`src/shared/dst_pkg.sv`:
```
// Purpose: Shared constants and types for the diagnostic status and trace bank
// Assumes: Byte-wide attribute values, word-wide for the diagnostic I/O port
// Notes:   Function numbers are kept for reference of the byte slot layout
package dst_pkg;

    // ------------------------------------------------------------------
    // Object classes and attribute numbers
    // ------------------------------------------------------------------
    localparam logic [7:0]  CLASS_STATUS      = 8'h85;   // 133
    localparam logic [7:0]  CLASS_TRACE       = 8'h86;   // 134
    localparam logic [7:0]  ATTR_STAT_BITS    = 8'h01;
    localparam logic [7:0]  ATTR_FIRST_MOD    = 8'h02;
    localparam logic [7:0]  ATTR_DIAG_STAT    = 8'h03;
    localparam logic [7:0]  ATTR_ERR_NUM      = 8'h04;
    localparam logic [7:0]  ATTR_TASK_WORD    = 8'h05;
    localparam logic [7:0]  ATTR_REPLY_WORD   = 8'h06;
    localparam logic [7:0]  ATTR_TR_FIRST     = 8'h01;
    localparam logic [7:0]  ATTR_TR_LAST      = 8'h0B;

    // ------------------------------------------------------------------
    // Function numbers (byte addresses) and trace slot layout
    // ------------------------------------------------------------------
    localparam logic [11:0] FN_STATUS_BITS    = 12'h790;  // 1936
    localparam logic [11:0] FN_FIRST_MODULE   = 12'h791;  // 1937
    localparam logic [11:0] FN_ERROR_NUMBER   = 12'h792;  // 1938
    localparam logic [11:0] FN_TRACE_BASE     = 12'hDA0;  // 3488
    localparam int          TRACE_SLOTS       = 10;       // Byte slots per entry
    localparam logic [3:0]  SLOT_DAYS         = 4'h0;
    localparam logic [3:0]  SLOT_HOURS        = 4'h1;
    localparam logic [3:0]  SLOT_MINUTES      = 4'h2;
    localparam logic [3:0]  SLOT_SECONDS      = 4'h3;
    localparam logic [3:0]  SLOT_CENTI        = 4'h4;
    localparam logic [3:0]  SLOT_MOD_KIND     = 4'h5;
    localparam logic [3:0]  SLOT_MOD_POS      = 4'h6;
    localparam logic [3:0]  SLOT_CHANNEL      = 4'h7;
    localparam logic [3:0]  SLOT_ERR_NUM      = 4'h8;
    localparam logic [3:0]  SLOT_FOLLOWING    = 4'h9;
    localparam int          FIRST_FLAG_BIT    = 7;        // In slot 4
    localparam int          CHANNEL_BITS      = 6;        // Slot 7 bits 0..5
    localparam int          CENTI_BITS        = 7;        // Slot 4 bits 0..6
    localparam logic [7:0]  POS_NOT_MODULE    = 8'h3F;    // 63

    // ------------------------------------------------------------------
    // Status byte field positions
    // ------------------------------------------------------------------
    localparam int          SRC_VALVE_BIT     = 0;
    localparam int          SRC_OUTPUT_BIT    = 1;
    localparam int          SRC_INPUT_BIT     = 2;
    localparam int          SRC_ANALOG_BIT    = 3;
    localparam int          TYP_UNDERVOLT_BIT = 4;
    localparam int          TYP_SHORT_BIT     = 5;
    localparam int          TYP_WIREBRK_BIT   = 6;
    localparam int          TYP_OTHER_BIT     = 7;

    // ------------------------------------------------------------------
    // Timing
    // ------------------------------------------------------------------
    localparam int          CLK_HZ            = 10_000_000;
    localparam int          TICK_MS           = 10;
    localparam int          TICK_CYCLES       = CLK_HZ / 1000 * TICK_MS;
    localparam logic [6:0]  CENTI_WRAP        = 7'h63;    // 99
    localparam logic [7:0]  SEC_WRAP          = 8'h3B;    // 59
    localparam logic [7:0]  MIN_WRAP          = 8'h3B;    // 59
    localparam logic [7:0]  HOUR_WRAP         = 8'h17;    // 23
    localparam logic [7:0]  ZERO_BYTE         = 8'h00;
    localparam logic [15:0] ZERO_WORD         = 16'h0000;

    // ------------------------------------------------------------------
    // Carriers
    // ------------------------------------------------------------------
    typedef struct packed {
        logic [3:0] err_type;    // Bits 7..4: other, wire break, short, undervoltage
        logic [3:0] err_source;  // Bits 3..0: analogue, input, output, valve
    } dst_status_t;

    typedef struct packed {
        logic [7:0] days;
        logic [7:0] hours;
        logic [7:0] minutes;
        logic [7:0] seconds;
        logic [6:0] centi;
    } dst_time_t;

    typedef struct packed {
        logic [7:0] mod_kind;
        logic [7:0] mod_pos;
        logic [5:0] channel;
        logic [7:0] err_num;
        logic [7:0] following;
    } dst_event_t;

    typedef struct packed {
        logic       first;
        dst_time_t  stamp;
        dst_event_t evt;
    } dst_entry_t;

    typedef struct packed {
        logic        set;        // 1 = Set, 0 = Get
        logic [7:0]  cls;
        logic [7:0]  inst;
        logic [7:0]  attr;
        logic [15:0] wdata;
    } dst_req_t;

    typedef struct packed {
        logic        ok;         // 0 = refused
        logic [15:0] data;
    } dst_resp_t;

endpackage : dst_pkg

```
`src/verilog/dst_bank.sv`:
```
// Purpose: Diagnostic status byte, diagnostic I/O task/reply window and
//          40-entry diagnostic trace memory, reached by attribute Get/Set
// Assumes: Status, reply word and events come from logic on clk_in
// Notes:   Trace is a ring; index 0 always reads the newest entry
//
// Behaviour
// - Status byte low nibble: bit0 valve, bit1 output, bit2 input, bit3 analogue.
// - Status byte high nibble: undervoltage, short/overload, wire break, other error.
// - Read-only first faulty module, error number and diagnostic status bytes.
// - Master writes 16-bit task word; device holds, returns and drives it out.
// - The 16 reply bits of the diagnostic port read back as a word.
// - Up to 40 trace entries, one per event, each a separate record.
// - Events indexed 0 to 39, index 0 newest, older ones move up.
// - Entry bytes sit at slot ten times index plus field, base 3488.
// - Slot 4 bit 7 is set only in the first entry after power-on.
// - Days, hours, minutes, seconds since power-on stamp slots 0 to 3.
// - Slot 4 bits 0..6 hold the count of 10 ms units.
// - Module code and position stored; position 63 means no module.
// - First faulty channel kept in slot 7 bits 0 to 5.
// - Count of further channels with the same error is stored.
// - Error number stored as one byte in slot 8.
// - Error number zero forces module code, channel and following to zero.
`timescale 1ns/10ps
`default_nettype none

module dst_bank
    import dst_pkg::*;
#(
    parameter int DEPTH        = 40,
    parameter int TICK_COUNT   = TICK_CYCLES
)(
    input  wire logic        clk_in,
    input  wire logic        rst_in,
    // Node status from the fieldbus node core
    input  wire dst_status_t status_in,
    input  wire logic [7:0]  first_module_in,
    input  wire logic [7:0]  error_number_in,
    input  wire logic [7:0]  diag_status_in,
    // Diagnostic I/O interface
    output logic [15:0]      task_word_out,
    input  wire logic [15:0] reply_word_in,
    // Diagnostic events to record
    input  wire logic        evt_valid_in,
    input  wire dst_event_t  evt_in,
    // Attribute access from the fieldbus master
    input  wire logic        req_valid_in,
    input  wire dst_req_t    req_in,
    output logic             resp_valid_out,
    output dst_resp_t        resp_out,
    output logic [7:0]       entry_count_out
);

    localparam int PW = $clog2(DEPTH);
    localparam int TW = $clog2(TICK_COUNT + 1);
    localparam logic [PW-1:0] PTR_LAST  = PW'(DEPTH - 1);
    localparam logic [TW-1:0] TICK_LAST = TW'(TICK_COUNT - 1);

    // ------------------------------------------------------------------
    // Slot byte of an entry: slot = 10 * index + field
    // ------------------------------------------------------------------
    function automatic logic [7:0] slot_byte(input dst_entry_t e, input logic [3:0] field);
        logic [7:0] b;
        b = ZERO_BYTE;
        unique case (field)
            SLOT_DAYS:      b = e.stamp.days;
            SLOT_HOURS:     b = e.stamp.hours;
            SLOT_MINUTES:   b = e.stamp.minutes;
            SLOT_SECONDS:   b = e.stamp.seconds;
            SLOT_CENTI:     b = {e.first, e.stamp.centi};
            SLOT_MOD_KIND:  b = e.evt.mod_kind;
            SLOT_MOD_POS:   b = e.evt.mod_pos;
            SLOT_CHANNEL:   b = {2'b00, e.evt.channel};
            SLOT_ERR_NUM:   b = e.evt.err_num;
            SLOT_FOLLOWING: b = e.evt.following;
            default:        b = ZERO_BYTE;
        endcase
        return b;
    endfunction : slot_byte

    // Attribute 1 is slot 4 bit 7, attributes 2..11 are slots 0..9 in order
    function automatic logic [3:0] attr_field(input logic [7:0] attr);
        logic [3:0] f;
        f = SLOT_DAYS;
        if (attr == ATTR_TR_FIRST)
            f = SLOT_CENTI;
        else
            f = 4'(attr - 8'h02);
        return f;
    endfunction : attr_field

    // ------------------------------------------------------------------
    // Elapsed time since power-on
    // ------------------------------------------------------------------
    logic [TW-1:0] tick_cnt_q;
    logic          tick_q;
    dst_time_t     now_q;

    // 10 ms enable from the cycle divider
    always_ff @(posedge clk_in or posedge rst_in)
    begin
        if (rst_in)
        begin
            tick_cnt_q <= '0;
            tick_q     <= 1'b0;
        end
        else
        begin
            tick_q <= (tick_cnt_q == TICK_LAST);
            if (tick_cnt_q == TICK_LAST)
                tick_cnt_q <= '0;
            else
                tick_cnt_q <= tick_cnt_q + TW'(1);
        end
    end

    // Centiseconds, seconds, minutes, hours, days; days wrap at 255
    always_ff @(posedge clk_in or posedge rst_in)
    begin
        if (rst_in)
        begin
            now_q <= '0;
        end
        else if (tick_q)
        begin
            if (now_q.centi != CENTI_WRAP)
                now_q.centi <= now_q.centi + 7'h01;
            else
            begin
                now_q.centi <= '0;
                if (now_q.seconds != SEC_WRAP)
                    now_q.seconds <= now_q.seconds + 8'h01;
                else
                begin
                    now_q.seconds <= ZERO_BYTE;
                    if (now_q.minutes != MIN_WRAP)
                        now_q.minutes <= now_q.minutes + 8'h01;
                    else
                    begin
                        now_q.minutes <= ZERO_BYTE;
                        if (now_q.hours != HOUR_WRAP)
                            now_q.hours <= now_q.hours + 8'h01;
                        else
                        begin
                            now_q.hours <= ZERO_BYTE;
                            now_q.days  <= now_q.days + 8'h01;
                        end
                    end
                end
            end
        end
    end

    // ------------------------------------------------------------------
    // Trace ring: newest_q points at index 0, older entries follow
    // ------------------------------------------------------------------
    dst_entry_t    trace_mem [DEPTH];
    logic [PW-1:0] newest_q;
    logic [7:0]    count_q;
    logic          first_pending_q;
    logic [PW-1:0] wr_slot;
    dst_entry_t    new_entry;

    // Next ring slot sits one below the newest, so all indices shift up by one
    assign wr_slot = (newest_q == '0) ? PTR_LAST : newest_q - PW'(1);

    // Build the entry; error number zero clears the dependent fields
    always_comb
    begin
        new_entry             = '0;
        new_entry.first       = first_pending_q;
        new_entry.stamp       = now_q;
        new_entry.evt         = evt_in;
        if (evt_in.err_num == ZERO_BYTE)
        begin
            new_entry.evt.mod_kind  = ZERO_BYTE;
            new_entry.evt.channel   = '0;
            new_entry.evt.following = ZERO_BYTE;
        end
    end

    // Store the event; the oldest is overwritten once the ring is full
    always_ff @(posedge clk_in)
    begin
        if (!rst_in && evt_valid_in)
            trace_mem[wr_slot] <= new_entry;
    end

    // Ring pointer and number of valid entries
    always_ff @(posedge clk_in or posedge rst_in)
    begin
        if (rst_in)
        begin
            newest_q <= '0;
            count_q  <= ZERO_BYTE;
        end
        else if (evt_valid_in)
        begin
            newest_q <= wr_slot;
            if (count_q != 8'(DEPTH))
                count_q <= count_q + 8'h01;
        end
    end

    // First-entry mark: armed by reset, spent by the first record
    always_ff @(posedge clk_in or posedge rst_in)
    begin
        if (rst_in)
            first_pending_q <= 1'b1;
        else if (evt_valid_in)
            first_pending_q <= 1'b0;
    end

    assign entry_count_out = count_q;

    // ------------------------------------------------------------------
    // Task word held for the diagnostic I/O interface
    // ------------------------------------------------------------------
    logic [15:0] task_q;
    logic        task_wr;

    assign task_wr = req_valid_in && req_in.set && (req_in.cls == CLASS_STATUS)
                     && (req_in.inst == 8'h01) && (req_in.attr == ATTR_TASK_WORD);

    // Set on attribute 5 updates the task bits
    always_ff @(posedge clk_in or posedge rst_in)
    begin
        if (rst_in)
            task_q <= ZERO_WORD;
        else if (task_wr)
            task_q <= req_in.wdata;
    end

    assign task_word_out = task_q;

    // ------------------------------------------------------------------
    // Attribute decode
    // ------------------------------------------------------------------
    dst_resp_t     resp_d;
    logic [7:0]    d_idx;
    logic [PW-1:0] phys;

    assign d_idx = req_in.inst - 8'h01;
    assign phys  = PW'((32'(newest_q) + 32'(d_idx)) % DEPTH);

    // Answer: unknown class, instance or attribute, or Set on Get-only, is refused
    always_comb
    begin
        resp_d = '0;
        if (req_in.cls == CLASS_STATUS && req_in.inst == 8'h01)
        begin
            resp_d.ok = !req_in.set || (req_in.attr == ATTR_TASK_WORD);
            unique case (req_in.attr)
                ATTR_STAT_BITS:  resp_d.data = {8'h00, status_in};
                ATTR_FIRST_MOD:  resp_d.data = {8'h00, first_module_in};
                ATTR_DIAG_STAT:  resp_d.data = {8'h00, diag_status_in};
                ATTR_ERR_NUM:    resp_d.data = {8'h00, error_number_in};
                ATTR_TASK_WORD:  resp_d.data = req_in.set ? req_in.wdata : task_q;
                ATTR_REPLY_WORD: resp_d.data = reply_word_in;
                default:         resp_d.ok   = 1'b0;
            endcase
        end
        else if (req_in.cls == CLASS_TRACE && !req_in.set && req_in.inst != ZERO_BYTE
                 && req_in.inst <= count_q && req_in.attr >= ATTR_TR_FIRST
                 && req_in.attr <= ATTR_TR_LAST)
        begin
            resp_d.ok = 1'b1;
            if (req_in.attr == ATTR_TR_FIRST)
                resp_d.data = {15'h0000, trace_mem[phys].first};
            else
                resp_d.data = {8'h00, slot_byte(trace_mem[phys], attr_field(req_in.attr))};
        end
    end

    // Registered answer one cycle after the request
    always_ff @(posedge clk_in or posedge rst_in)
    begin
        if (rst_in)
        begin
            resp_valid_out <= 1'b0;
            resp_out       <= '0;
        end
        else
        begin
            resp_valid_out <= req_valid_in;
            if (req_valid_in)
                resp_out <= resp_d;
        end
    end

endmodule : dst_bank

`default_nettype wire

```
`config.mk`:
```
export PLATFORM = sky130hd
export DESIGN_NAME = dst_bank
export DESIGN_NICKNAME = d
export VERILOG_FILES = /design/src/shared/dst_pkg.sv /design/src/verilog/dst_bank.sv
export SDC_FILE = /design/constraint.sdc
export NUM_CORES = 2
export LEC_CHECK = 0
export ABC_AREA = 0
export ABC_CLOCK_PERIOD_IN_PS = 7100
export BUFFER_PORTS_ARGS = -buffer_cell sky130_fd_sc_hd__buf_2
export CORE_MARGIN = 3
export CORE_UTILIZATION = 63
export CTS_BUF_LIST = sky130_fd_sc_hd__clkbuf_16
export CTS_CLUSTER_SIZE = 10
export DETAILED_ROUTE_END_ITERATION = 6
export HOLD_SLACK_MARGIN = 0.12
export MAX_ROUTING_LAYER = met4
export PLACE_DENSITY = 0.77
export SLEW_MARGIN = 20
export SYNTH_ARGS = -nofsm -noshare
export SYNTH_HDL_FRONTEND = slang
export SYNTH_SLANG_ARGS = --single-unit
```
`constraint.sdc`:
```
create_clock -name clk_in -period 7.1 [get_ports clk_in]
set_clock_uncertainty 0.15 [all_clocks]
set_input_delay 1.065 -clock clk_in [delete_from_list [all_inputs] [get_ports clk_in]]
set_output_delay 1.065 -clock clk_in [all_outputs]
set_load 0.05 [all_outputs]
```
==> results.toml <==
[clock_network]
cts-root-buf = "clkbuf_16"
numCtsBuffers = 373
cts.sinks = 3226
htree_num_levels = 5
cts_buffer_depth = 4
clk_transition_reported_paths_ns = 0.06
clkLatencyLatePin_ns = 0.96
cts_tree = "done"

[logic_synthesis]
ys_ff_latch = 3226
syn_area_mm2 = 0.1258
synth_edf_count = 3120
netlist_instances = 6089
synth.avg_cell_area_um2 = 20.66
syn_nets = 6253
yosys_warnings = 0
ys_seq_area_share_pct = 76.57
synth.distinct_cells = 77
synthArstFlopShare_pct = 3.286
synthFlopType = "edfxtp_1"

[pwr]
finalPower_w = 0.05698
intPower_w = 0.03787
p_seq_share_pct = 37.2
powerDensity_mw_per_mm2 = 396.0
pwr-share-clk_pct = 28.8
power.leakage_nw = 49.01
netSwitchingPower_w = 0.01911
p_comb_share_pct = 34.0
switching_share_pct = 33.54
ir_drop_v = 0.0005819

[drt]
drt-initial-drc-count = 12240
drc = 3
dr.pass1.iters = 7
routed_wl_um = 378200
wire_per_inst_um = 39.36
vias = 71280
viasPerCell = 7.418
ant_nets = 0

[die]
initial_core_util_pct = 63.54
ioPinCount = 173
coreArea_mm2 = 0.1980
dieArea_mm2 = 0.2051
fp.dieH_um = 452.9
num_rows = 163
die_x_um = 452.9

[global_routing]
grt_pass1_vias = 71050
grt_overflow = 0
antenna_found_initial = 25
track_usage_pct = 38.52
grt_max_degree = 79
grt_pass1_wl_um = 532100

[final_layout]
area_growth_pct = 14.35
fillers = 10700
fin_cells = 9608
layout_common_cells = "3120 x edfxtp_1, 781 x mux4_2, 479 x nand2_1"
drive_gt1_share_pct = 27.55
final_common_cell = "edfxtp_1"
layout.nets = 6958

[job]
maxCapViolations = 0

[setup_path]
worst_path_max_delay_cell = "dfrtp_1"
worstPathMaxFanout = 11
setup.worst_path.start_class = "flip-flop"
reg2reg_slack_ns = 0.37
cp.required_ns = 7.81
worstSetupEndpointType = "flip-flop"
max_stage_delay_ns = 0.51
path_class = "reg -> reg"
cp_data_arrival_time_ns = 7.44
cp_cell_sequence = "ha_4 -> fa_4 -> a211oi_1 -> o21ai_0 -> a211oi_1 -> a21o_1 -> a21oi_1 -> ha_1 -> nand2b_1 -> nor2_1 -> or4_1 -> a31oi_1 -> o21ai_0 -> a32o_2 -> buf_4 -> o221a_4 -> buf_12 -> buf_4 -> and3_1 -> a31oi_1 -> o22ai_1 -> nor2_1 -> nand4_1 -> o211ai_1"

[sta]
fin_ws_ns = 0.3675
finalSetupTns_ns = 0
tightest_slew_ns = 1.228
setup_viol = 0
slew_viol_final = 0
rsz0062_at_grt = "false"
hold_violations = 0
relSlewSlack_pct = 18.02
fin_crit_ns = 6.732
max_freq_ghz = 0.1485
fin_crit_sh_pct = 94.82

[run_status]
status = "finished with violations"
violations = "design-rule violations"

[place]
io_buffer_count = 172
dpl_worst_slack_ns = -0.3669
post-dp-hpwl_um = 208900
dp.cells = 9056
gp_congestion = 0.9410

[hold_path]
hold_path.class = "in -> reg"
==> worst paths after layout <==
kind                                            endpoint                     start  cells past startpoint
setup / recovery                 resp_out[0]$_DFFE_PP0P_   newest_q[0]$_DFFE_PP0P_                     24
hold / removal             task_word_out[12]$_DFFE_PP0P_                req_in[12]                      2
setup reg to reg                 resp_out[0]$_DFFE_PP0P_   newest_q[0]$_DFFE_PP0P_                     24
hold reg to reg                 resp_out[15]$_DFFE_PP0P_  resp_out[15]$_DFFE_PP0P_                      1
max in group asynchronous      new_entry[60]$_DFFE_PP0P_                    rst_in                      4
min in group asynchronous   task_word_out[3]$_DFFE_PP0P_                    rst_in                      3
==> flip-flops by register name (all words and copies together) (netlist names) <==
register and flops:
new_entry 39, tick_cnt_q 17, tick_q 1, newest_q 6, first_pending_q 1, resp_valid_out 1
resp_out 17, entry_count_out 8, task_word_out 16, trace_mem 3120
==> layout make-up <==
class	count	area (µm²)	area share (%)
flip-flops and latches	3226	96350	66.96
multi-input cells	2536	28640	19.90
clock buffers	377	9434	6.557
repair buffers	628	5385	3.743
well taps	2640	3303	2.296
clock inverters	122	538.0	0.3739
diodes	50	125.1	0.08696
inverters	29	113.9	0.07913
==> Yosys cell counts, types with 32 or more instances <==
master / instances / area, µm²
nor2_1: 136 / 510.5
dfrtp_1: 105 / 2628
nor4_1: 33 / 206.5
mux4_2: 781 / 17590
o22ai_1: 67 / 419.2
nand4_1: 39 / 244.0
a31oi_1: 55 / 344.1
nand2_1: 480 / 1802
ha_1: 32 / 400.4
mux2i_1: 192 / 1922
clkbuf_1: 176 / 660.6
a21oi_1: 91 / 455.4
o21ai_0: 35 / 175.2
buf_1: 81 / 304.0
xnor2_1: 41 / 359.1
nand3_1: 218 / 1091
and3_1: 33 / 206.5
edfxtp_1: 3120 / 93690
==> logic make-up after synthesis <==
| logic type | share of synthesized area (%) |
|---|---|
| buf+inv | 1.059 |
| mux | 15.73 |
| simple gates | 3.813 |
| fa+ha+maj | 0.3341 |
| xor+xnor | 0.4176 |
| compound gates | 2.076 |
| flops | 76.57 |
==> per-layer routing <==
layer,vias to the layer above,global-route usage (%),share of wire (%)
met5,-,-,0
met4,0,23.27,7.4
met3,1491,10.56,14
met2,6835,57.03,47
met1,36310,48.19,32
li1,26640,-,-
==> power by group through the flow <==
| stage | Sequential [W] | Clock, W | Combinational (W) |
|---|---|---|---|
| floorplan | 0.0216 | 0 | 0.0104 |
| global placement | 0.0215 | 0 | 0.0182 |
| detailed placement | 0.0215 | 0 | 0.0186 |
| CTS | 0.0212 | 0.0165 | 0.0189 |
| global route | 0.0212 | 0.0172 | 0.0198 |
| finish | 0.0212 | 0.0164 | 0.0194 |
==> worst max-delay path, delay by kind of cell, from the launching register on <==
family / cells / cell delay (ns)
adder cells (fa/ha/maj): 3 / 0.99
AO/OA/AOI/OAI: 12 / 2.67
buffers and inverters: 3 / 0.48
AND/OR/NAND/NOR: 6 / 1.83
flip-flops: 1 / 0.51
==> through the flow <==
| stage | hold WS, ns | util, % | cell area [µm²] |
|---|---|---|---|
| 2_1_floorplan | 0.2962 | - | 125800 |
| 3_3_place_gp | 0.3111 | 67.51 | 133700 |
| 3_5_place_dp | 0.3186 | 67.53 | 133700 |
| 4_1_cts | 0.1464 | 72.57 | 143700 |
| 5_1_grt | 0.1870 | 72.65 | 143900 |
| 6_report | 0.1979 | 72.66 | 143900 |
==> timing repair <==
item	in CTS	in global routing
endpoints found under the setup margin	0	1
hold buffers	2	0
buffers inserted	0	0
hold endpoints to repair	52	0
resized for setup	0	1
No activity file was read; power rests on OpenSTA's default activity.
